==> src/core/ast_regs.vh <==
// Register map, field positions, reset values and timing counts of the serial transmitter.
// Assumes a classic Wishbone slave with 32-bit data; each register takes one aligned word.
// Overview of operation
// Start, 8/9 data bits LSB first, stop
// Word length select chooses 8 or 9
// Ninth data bit comes from ninth_tx_bit
// Start bit low, stop bit high
// Pin released when both directions disabled
// Idle character is a full frame of ones
// Break frames zero, then one extra high
// Separate programmable transmit and receive baud generators
// Receive input oversampled against noise
// Transmitter enable sends idle frame first
// Empty flag cleared by status access, data write
// Empty flag set when buffer transfers out
// Empty interrupt when flag and enable set
// Write during frame goes to holding buffer
// Write while idle loads shifter, starts frame
// Complete flag set at frame end, interrupts
// Complete flag cleared by same sequence
// Break frames repeat while send break set
// 8-bit mode ignores ninth bit
`ifndef AST_REGS_VH
`define AST_REGS_VH
// Byte addresses
`define AST_ADDR_STATUS   8'h00
`define AST_ADDR_DATA     8'h04
`define AST_ADDR_CTRL1    8'h08
`define AST_ADDR_CTRL2    8'h0C
`define AST_ADDR_TXBAUD   8'h10
`define AST_ADDR_RXBAUD   8'h14
`define AST_ADDR_IMASK    8'h18
// serial_status_reg fields
`define AST_ST_TDE        7
`define AST_ST_TC         6
// serial_control_reg_one fields
`define AST_C1_T8         6
`define AST_C1_M          4
// Second control register fields
`define AST_C2_TIE        7
`define AST_C2_TX_COMPLETE_INT_ENABLE       6
`define AST_C2_TE         3
`define AST_C2_RE         2
`define AST_C2_SBK        0
// Reset values
`define AST_RST_CTRL      8'h00
`define AST_RST_BAUD      16'h0001
`define AST_RST_STATUS    2'h3
// Baud tick is 16 oversample ticks; divider counts core cycles per oversample tick
`define AST_OVS           4'hF
`define AST_CLK_HZ        100000000
`define AST_MAX_BAUD      500000
`endif

==> src/core/ast_uart_tx.v <==
// Transmit side of an asynchronous serial interface with a Wishbone register file.
// Assumes a classic Wishbone master on core_clk; rx_data_pin synchronous to core_clk.
// One bit lasts 16 periods of the transmit divisor, restarted at each frame.
`timescale 1ns/1ps
`default_nettype none
`include "ast_regs.vh"
module ast_uart_tx (
    // Clock and reset
    input  wire        core_clk,
    input  wire        rst,
    // Wishbone slave
    input  wire        wb_cyc_i,
    input  wire        wb_stb_i,
    input  wire        wb_we_i,
    input  wire [7:0]  wb_adr_i,
    input  wire [3:0]  wb_sel_i,
    input  wire [31:0] wb_dat_i,
    output reg  [31:0] wb_dat_o,
    output reg         wb_ack_o,
    // Serial pins
    output reg         tx_data_pin,
    output reg         tx_data_oe,
    input  wire        rx_data_pin,
    // Interrupt and cpu mask
    input  wire        cpu_int_mask,
    output reg         irq,
    output reg         irq_level
);
    // Transmit sequencer states
    localparam ST_IDLE  = 3'd0;
    localparam ST_START = 3'd1;
    localparam ST_DATA  = 3'd2;
    localparam ST_STOP  = 3'd3;
    localparam ST_MARK  = 3'd4;
    // Reset pattern of the two status flags, empty flag in bit 1
    localparam [1:0] ST_RST = `AST_RST_STATUS;

    // Software-visible control and baud registers
    reg [7:0]  ctrl1_q;
    reg [7:0]  ctrl2_q;
    reg [15:0] txbaud_q;
    reg [15:0] rxbaud_q;
    reg [1:0]  imask_q;

    // Status flags and the armed half of the clear sequence
    reg        tde_q;
    reg        tc_q;
    reg        st_seen_q;

    // Holding buffer between the bus and the shifter
    reg [7:0]  hold_q;
    reg        hold_b8_q;
    reg        hold_full_q;

    // Shifter and frame sequencer
    reg [8:0]  shift_q;
    reg [3:0]  bit_cnt_q;
    reg [2:0]  state_q;
    reg        idle_frm_q;
    reg        brk_frm_q;
    reg        te_dly_q;
    reg        brk_dly_q;

    // Baud dividers and oversample counters
    reg [15:0] tx_div_q;
    reg [3:0]  tx_ovs_q;
    reg [15:0] rx_div_q;
    reg [3:0]  rx_ovs_q;

    // Receive input filter
    reg [2:0]  rx_hist_q;
    reg        rx_filt_q;

    // Register decode, one aligned word each
    function is_addr;
        input [7:0] adr;
        input [7:0] want;
        begin
            is_addr = (adr == want);
        end
    endfunction

    // Bus qualifiers and field taps
    wire bus_req  = wb_cyc_i & wb_stb_i & ~wb_ack_o;
    wire wr_data  = bus_req & wb_we_i & wb_sel_i[0] & is_addr(wb_adr_i, `AST_ADDR_DATA);
    wire acc_stat = bus_req & is_addr(wb_adr_i, `AST_ADDR_STATUS);
    wire te       = ctrl2_q[`AST_C2_TE];
    wire send_break_bit      = ctrl2_q[`AST_C2_SBK];
    wire nine     = ctrl1_q[`AST_C1_M];
    // transmit baud tick
    wire tx_tick  = (tx_div_q == 16'h0000) & (tx_ovs_q == `AST_OVS);
    // receive oversample tick, independent rate
    wire rx_samp  = (rx_div_q == 16'h0000);
    // Index of the final data bit for the selected word length
    wire [3:0] last_bit = nine ? 4'h8 : 4'h7;
    wire frame_end = tx_tick & (state_q == ST_STOP);
    wire te_rise  = te & ~te_dly_q;
    wire start_direct = wr_data & te & (state_q == ST_IDLE) & ~hold_full_q & ~te_rise;
    // A frame starts on enable, on a direct load, or from idle on break, mark or a queued byte
    wire frame_go = te & (te_rise | start_direct |
                    ((state_q == ST_IDLE) & (send_break_bit | brk_dly_q | hold_full_q)));
    // Queued byte leaves the holding buffer for the shifter
    wire hold_move = (state_q == ST_IDLE) & hold_full_q & te & ~send_break_bit & ~brk_dly_q;
    // Interrupt requests before the cpu mask
    wire empty_req = tde_q & ctrl2_q[`AST_C2_TIE];
    wire done_req  = tc_q & ctrl2_q[`AST_C2_TX_COMPLETE_INT_ENABLE];

    // Bus answer: one wait state, zero for unmapped addresses
    always @(posedge core_clk or posedge rst) begin
        if (rst) begin
            wb_ack_o <= 1'b0;
            wb_dat_o <= 32'h00000000;
        end else begin
            // Ack masks bus_req, so a held request is taken only once
            wb_ack_o <= bus_req;
            wb_dat_o <= 32'h00000000;
            if (bus_req & ~wb_we_i) begin
                case (wb_adr_i)
                    `AST_ADDR_STATUS: wb_dat_o <= {24'h000000, tde_q, tc_q, 6'h00};
                    `AST_ADDR_CTRL1:  wb_dat_o <= {24'h000000, ctrl1_q};
                    `AST_ADDR_CTRL2:  wb_dat_o <= {24'h000000, ctrl2_q};
                    `AST_ADDR_TXBAUD: wb_dat_o <= {16'h0000, txbaud_q};
                    `AST_ADDR_RXBAUD: wb_dat_o <= {16'h0000, rxbaud_q};
                    `AST_ADDR_IMASK:  wb_dat_o <= {24'h000000, imask_q, 6'h00};
                    default:          wb_dat_o <= 32'h00000000;
                endcase
            end
        end
    end

    // Writable control registers
    always @(posedge core_clk or posedge rst) begin
        if (rst) begin
            ctrl1_q  <= `AST_RST_CTRL;
            ctrl2_q  <= `AST_RST_CTRL;
            txbaud_q <= `AST_RST_BAUD;
            rxbaud_q <= `AST_RST_BAUD;
            imask_q  <= 2'h0;
        end else if (bus_req & wb_we_i) begin
            if (is_addr(wb_adr_i, `AST_ADDR_CTRL1) & wb_sel_i[0])
                ctrl1_q <= wb_dat_i[7:0];
            if (is_addr(wb_adr_i, `AST_ADDR_CTRL2) & wb_sel_i[0])
                ctrl2_q <= wb_dat_i[7:0];
            // Baud halves follow their byte lanes
            if (is_addr(wb_adr_i, `AST_ADDR_TXBAUD)) begin
                if (wb_sel_i[0]) txbaud_q[7:0]  <= wb_dat_i[7:0];
                if (wb_sel_i[1]) txbaud_q[15:8] <= wb_dat_i[15:8];
            end
            if (is_addr(wb_adr_i, `AST_ADDR_RXBAUD)) begin
                if (wb_sel_i[0]) rxbaud_q[7:0]  <= wb_dat_i[7:0];
                if (wb_sel_i[1]) rxbaud_q[15:8] <= wb_dat_i[15:8];
            end
            if (is_addr(wb_adr_i, `AST_ADDR_IMASK) & wb_sel_i[0])
                imask_q <= wb_dat_i[7:6];
        end
    end

    // Baud generators; divider reload keeps a stable rate
    always @(posedge core_clk or posedge rst) begin
        if (rst) begin
            tx_div_q <= 16'h0000;
            tx_ovs_q <= 4'h0;
            rx_div_q <= 16'h0000;
            rx_ovs_q <= 4'h0;
        end else begin
            if (~te) begin
                tx_div_q <= 16'h0000;
                tx_ovs_q <= 4'h0;
            end else if (frame_go) begin
                // Restart so every start bit gets a full bit time
                tx_div_q <= txbaud_q - 16'h0001;
                tx_ovs_q <= 4'h0;
            end else if (tx_div_q == 16'h0000) begin
                tx_div_q <= txbaud_q - 16'h0001;
                tx_ovs_q <= tx_ovs_q + 4'h1;
            end else begin
                tx_div_q <= tx_div_q - 16'h0001;
            end
            if (rx_div_q == 16'h0000) begin
                rx_div_q <= rxbaud_q - 16'h0001;
                rx_ovs_q <= rx_ovs_q + 4'h1;
            end else begin
                rx_div_q <= rx_div_q - 16'h0001;
            end
        end
    end

    // Receive path ends at the filtered level; no receiver is built here
    // majority of three oversamples rejects single-sample glitches
    always @(posedge core_clk or posedge rst) begin
        if (rst) begin
            rx_hist_q <= 3'h7;
            rx_filt_q <= 1'b1;
        end else if (rx_samp & ctrl2_q[`AST_C2_RE]) begin
            rx_hist_q <= {rx_hist_q[1:0], rx_data_pin};
            rx_filt_q <= (rx_hist_q[0] & rx_hist_q[1]) | (rx_hist_q[1] & rx_data_pin) |
                         (rx_hist_q[0] & rx_data_pin);
        end
    end

    // Transmit sequencer
    always @(posedge core_clk or posedge rst) begin
        if (rst) begin
            state_q     <= ST_IDLE;
            shift_q     <= 9'h1FF;
            bit_cnt_q   <= 4'h0;
            hold_q      <= 8'h00;
            hold_b8_q   <= 1'b0;
            hold_full_q <= 1'b0;
            idle_frm_q  <= 1'b0;
            brk_frm_q   <= 1'b0;
            te_dly_q    <= 1'b0;
            brk_dly_q   <= 1'b0;
        end else begin
            te_dly_q <= te;
            if (~te) begin
                // Dropping TE loses the holding buffer and cuts the frame
                state_q     <= ST_IDLE;
                hold_full_q <= 1'b0;
                brk_dly_q   <= 1'b0;
            end else if (te_rise) begin
                // idle frame before first data
                state_q    <= ST_START;
                idle_frm_q <= 1'b1;
                brk_frm_q  <= 1'b0;
                shift_q    <= 9'h1FF;
                bit_cnt_q  <= 4'h0;
            end else begin
                // write during frame lands in holding buffer
                if (wr_data & ~start_direct) begin
                    hold_q      <= wb_dat_i[7:0];
                    hold_b8_q   <= ctrl1_q[`AST_C1_T8];
                    hold_full_q <= 1'b1;
                end
                // write while idle starts at once
                if (start_direct) begin
                    state_q    <= ST_START;
                    // ninth bit from control; R19 unused when 8-bit
                    shift_q    <= {ctrl1_q[`AST_C1_T8], wb_dat_i[7:0]};
                    idle_frm_q <= 1'b0;
                    brk_frm_q  <= 1'b0;
                    bit_cnt_q  <= 4'h0;
                end else if (state_q == ST_IDLE) begin
                    // Idle-state starts, highest priority first
                    if (send_break_bit) begin
                        // break frames while bit set
                        state_q   <= ST_START;
                        brk_frm_q <= 1'b1;
                        idle_frm_q <= 1'b0;
                        shift_q   <= 9'h000;
                        bit_cnt_q <= 4'h0;
                    end else if (brk_dly_q) begin
                        // extra high bit after last break
                        state_q   <= ST_MARK;
                        brk_dly_q <= 1'b0;
                    end else if (hold_full_q) begin
                        // buffered byte moves into the shifter
                        state_q     <= ST_START;
                        shift_q     <= {hold_b8_q, hold_q};
                        idle_frm_q  <= 1'b0;
                        brk_frm_q   <= 1'b0;
                        bit_cnt_q   <= 4'h0;
                        hold_full_q <= 1'b0;
                    end
                end else if (tx_tick) begin
                    case (state_q)
                        ST_START: state_q <= ST_DATA;
                        ST_DATA: begin
                            // LSB first; R02 length from word select
                            // Ones fill from the top, so unused bits stay high
                            shift_q <= {1'b1, shift_q[8:1]};
                            if (bit_cnt_q == last_bit)
                                state_q <= ST_STOP;
                            bit_cnt_q <= bit_cnt_q + 4'h1;
                        end
                        ST_STOP: begin
                            state_q   <= ST_IDLE;
                            // Remember a break so the extra high bit follows
                            brk_dly_q <= brk_frm_q;
                        end
                        ST_MARK: state_q <= ST_IDLE;
                        default: state_q <= ST_IDLE;
                    endcase
                end
            end
        end
    end

    // Status flags; hardware set beats software clear
    always @(posedge core_clk or posedge rst) begin
        if (rst) begin
            tde_q     <= ST_RST[1];
            tc_q      <= ST_RST[0];
            st_seen_q <= 1'b0;
        end else begin
            // Any status access arms the clear; any data write disarms it
            if (acc_stat)
                st_seen_q <= 1'b1;
            else if (wr_data)
                st_seen_q <= 1'b0;
            // A direct load both sets and clears the empty flag; set wins
            // status access then data write clears
            if (start_direct | hold_move)
                // set when buffer transfers out; R15 set on direct load
                tde_q <= 1'b1;
            else if (wr_data & st_seen_q)
                tde_q <= 1'b0;
            // set at frame end including break frames
            if (frame_end)
                tc_q <= 1'b1;
            // same clearing sequence
            else if (wr_data & st_seen_q)
                tc_q <= 1'b0;
        end
    end

    // Pin drive and interrupt, all from flops
    always @(posedge core_clk or posedge rst) begin
        if (rst) begin
            tx_data_pin <= 1'b1;
            tx_data_oe  <= 1'b0;
            irq         <= 1'b0;
            irq_level   <= 1'b0;
        end else begin
            // Pin comes from a flop so decode glitches never reach the line
            // released when both directions off
            tx_data_oe <= te | ctrl2_q[`AST_C2_RE];
            case (state_q)
                // start low unless idle frame
                ST_START: tx_data_pin <= idle_frm_q;
                ST_DATA:  tx_data_pin <= shift_q[0];
                // idle is all ones; R04 stop high except break
                ST_STOP:  tx_data_pin <= ~brk_frm_q;
                // line stays low between repeated break frames
                ST_IDLE:  tx_data_pin <= ~(brk_dly_q & send_break_bit);
                default:  tx_data_pin <= 1'b1;
            endcase
            // empty and complete interrupts gated by cpu mask on irq; irq_level is gated by imask_q only
            irq <= ~cpu_int_mask & (empty_req | done_req);
            irq_level <= (tde_q & imask_q[1]) | (tc_q & imask_q[0]);
        end
    end
endmodule // ast_uart_tx
`default_nettype wire

==> config.mk <==
export PLATFORM = sky130hd
export DESIGN_NAME = ast_uart_tx
export DESIGN_NICKNAME = d
export VERILOG_FILES = /design/src/core/ast_uart_tx.v
export VERILOG_INCLUDE_DIRS = /design/src /design/src/core
export SDC_FILE = /design/constraint.sdc
export NUM_CORES = 1
export LEC_CHECK = 0
export BUFFER_PORTS_ARGS = -buffer_cell sky130_fd_sc_hd__buf_2
export CAP_MARGIN = 20
export CORE_ASPECT_RATIO = 1.5
export CORE_UTILIZATION = 52
export CTS_CLUSTER_DIAMETER = 200
export DETAILED_ROUTE_END_ITERATION = 16
export GPL_TIMING_DRIVEN = 1
export PLACE_DENSITY = 0.76
export SLEW_MARGIN = 5
export SYNTH_ARGS = -nofsm -noshare
export SYNTH_HDL_FRONTEND = slang
export SYNTH_SLANG_ARGS = --single-unit
==> constraint.sdc <==
create_clock -name core_clk -period 3.3 [get_ports core_clk]
set_clock_uncertainty 0.1 [all_clocks]
set_input_delay 0 -clock core_clk [delete_from_list [all_inputs] [get_ports core_clk]]
set_output_delay 0 -clock core_clk [all_outputs]
set_load 0.005 [all_outputs]
==> flow_summary_export.csv <==
group,metric,value,unit
pwr,pwr-share-comb,16.0,%
setup_path,cp-startpoint,"wb_adr_i[4]",
status,status,"completed",
final_layout,syn2layout_area_growth,19.96,%
drt,vias,5093,
drt,drtAntennaViolNets,0,
drt,avgRoutedWirePerCell,19.02,microns
pwr,clock_power_share,39.8,%
drt,dr.pass1.iters,5,
pwr,p_sw,1.293,mW
floorplan,die-area,12630,sq um
timing,slew_violations,0,
pwr,intPower,3.131,mW
synthesis,syn_avg_cell_area,10.90,sq um
final_layout,layout_commonest_cell,"dfrtp_1",
pwr,vdd_drop_max,0.4904,mV
final_layout,final_cell_count_no_fill,837,
drt,drt-initial-drc-count,361,
pwr,seqPwrFrac,44.3,%
setup_path,rr_startpoint,"wb_ack_o",
clock_network,cts_tree,"yes",
timing,maxSlewHeadroom,36.77,%
final_layout,drive_gt1_share,27.34,%
floorplan,die_w,92.10,microns
timing,max_freq,358.7,MHz
pwr,sw_frac_of_total,29.23,%
setup_path,worstPathMaxFanout,8,
drt,vias_per_cell,6.085,
timing,hold_violations,0,
place,dp_slack,748.0,ps
run,drv_cap,0,
drt,drcViolationCount,0,
clock_network,cts_hold_buf,30,
floorplan,io_pins,88,
pwr,leakage,3.561,nW
global_routing,grt_usage,26.36,%
final_layout,nets,727,
floorplan,core_area,11960,sq um
clock_network,clk_latency,420,ps
place,placed_cells,775,
timing,fin_crit_sh,84.48,%
clock_network,cts_root_buf,"clkbuf_16",
timing,setup_viol,0,
synthesis,yosysSeqAreaShare,49.29,%
floorplan,num_rows,49,
pwr,power_density,582.6,nW/um^2
drt,drt-total-wl,15.92,mm
pwr,finalPower,4.425,mW
global_routing,grt.overflow.total,0,
place,portBuffers,52,
place,finalWeightedCongestion,0.8835,
floorplan,die_h,137.1,microns
global_routing,antenna_found_initial,0,
clock_network,cts_resized,0,
setup_path,cp-start-kind,"primary input",
synthesis,syn-cell-area,6331,sq um
place,hpwl,10.76,mm
final_layout,antenna_cells,0,
clock_network,cts_max_path_buffers,2,
global_routing,grt_pass1_vias,5164,
synthesis,synth_edf_count,0,
timing,worst_slew_pin_slew,946.4,ps
synthesis,ys.flop_type,"dfrtp_1",
timing,rsz0062_at_grt,"false",
hold_path,holdCritPathClass,"in -> reg",
clock_network,clk_pin_slew,60,ps
synthesis,async_flop_share,100.0,%
setup_path,cp.arrival,2990,ps
clock_network,cts_sinks,124,
global_routing,grt_start_max_net_pins,86,
final_layout,final_core_util,63.53,%
timing,setup_ws,512.2,ps
clock_network,cts-htree-levels,4,
timing,min_period,2788,ps
setup_path,criticalPathCategory,"in -> reg",
setup_path,cp-end-kind,"register",
final_layout,layout_common_cells,"dfrtp_1, mux2_2, buf_2",
synthesis,yosysUniqueCellTypes,72,
floorplan,initial_core_util,52.96,%
synthesis,postSynthCellCount,581,
clock_network,numCtsBuffers,17,
global_routing,grt_first_pass_wirelength,25.45,mm
synthesis,yosys_warnings,0,
clock_network,post_cts_buffers,0,
synthesis,ys_ff_latch,124,
setup_path,required,3500,ps
hold_path,hp-start,"wb_cyc_i",
timing,tns,0,ps
[flip-flops by register name (all words and copies together) (netlist names), 2 cells and up]
register	count
shift_q	9
tx_div_q	16
hold_q	8
imask_q	2
ctrl2_q	8
bit_cnt_q	4
txbaud_q	16
wb_dat_o	16
rxbaud_q	16
ctrl1_q	8
state_q	3
tx_ovs_q	4
[worst paths after layout]
path                           endpoint  slack [ps]  depth (start not counted)
max reg2reg                 txbaud_q[9]         690                          5
min in group asynchronous  bit_cnt_q[3]         200                          3
max                          ctrl1_q[7]         510                          7
min                           st_seen_q          30                          4
max in group asynchronous    shift_q[1]        1990                          4
min reg2reg                  shift_q[4]         370                          2
[critical path, cell delays in order]
cell and delay [ps]:
dlygate4sd3_1 540, buf_2 150, nor4_1 520, dlygate4sd3_1 630
nor2b_1 260, nand3_1 450, mux2_2 440
[cells in the mapped netlist (all sizes together) (10+ instances only)]
| cell | count | share of area [%] |
|---|---|---|
| dfrtp | 110 | 43 |
| mux2 | 62 | 11 |
| nand2 | 44 | 2.6 |
| nor2 | 40 | 2.4 |
| buf | 25 | 2.7 |
| nand3 | 24 | 1.9 |
| a22oi | 22 | 2.6 |
| inv | 20 | 1.2 |
| nor3 | 19 | 1.9 |
| a21oi | 16 | 1.3 |
| a211oi | 14 | 1.7 |
| clkbuf | 14 | 0.83 |
| dfstp | 14 | 5.8 |
| xnor2 | 14 | 1.9 |
| xor2 | 12 | 1.7 |
| mux2i | 11 | 1.7 |
| o22ai | 10 | 0.99 |
[final cells by class]
class | instances | area (sq um)
timing repair buffer | 95 | 670.6
fill | 969 | 4360
clock buffer | 18 | 439.2
sequential | 124 | 3120
clock inverter | 14 | 120.1
tap | 153 | 191.4
multi-input combinational | 412 | 2970
inverter | 21 | 82.58
[power groups by stage]
stage | Clock [mW] | Sequential (mW) | Combinational (mW)
detailed placement | 0 | 1.97 | 0.669
global placement | 0 | 1.96 | 0.642
finish | 1.76 | 1.96 | 0.706
global route | 1.83 | 1.98 | 0.790
floorplan | 0 | 1.91 | 0.543
CTS | 1.76 | 1.95 | 0.704
[logic make-up (layout without fill, tap and decap cells)]
kind of cell	Yosys count	count (layout)	share of synthesized area, %
and+or+nand+nor	179	179	15.20
DFF	124	124	49.29
AOI/OAI and AO/OA	113	113	13.34
muxes	73	73	12.77
buffers and inverters	60	148	4.763
xor gates and xnor gates	26	26	3.597
adders and majority gates	5	5	0.9881
other	1	16	0.05923
[metrics by stage]
stage	cell area (sq um)	hold slack, ps
6_report	7595	30.72
3_5_place_dp	6735	62.91
4_1_cts	7595	4.662
2_1_floorplan	6391	-33.59
5_1_grt	7595	58.67
3_3_place_gp	6735	57.61
[per-layer routing]
layer,global-route usage (%),share of wire [%],vias up
met2,47.60,54,194
met3,4.056,4.0,46
met1,29.81,39,2565
li1,-,-,2288
met5,0,0,-
met4,14.06,3.1,0
Note: power is estimated with default switching activity, not from simulation.
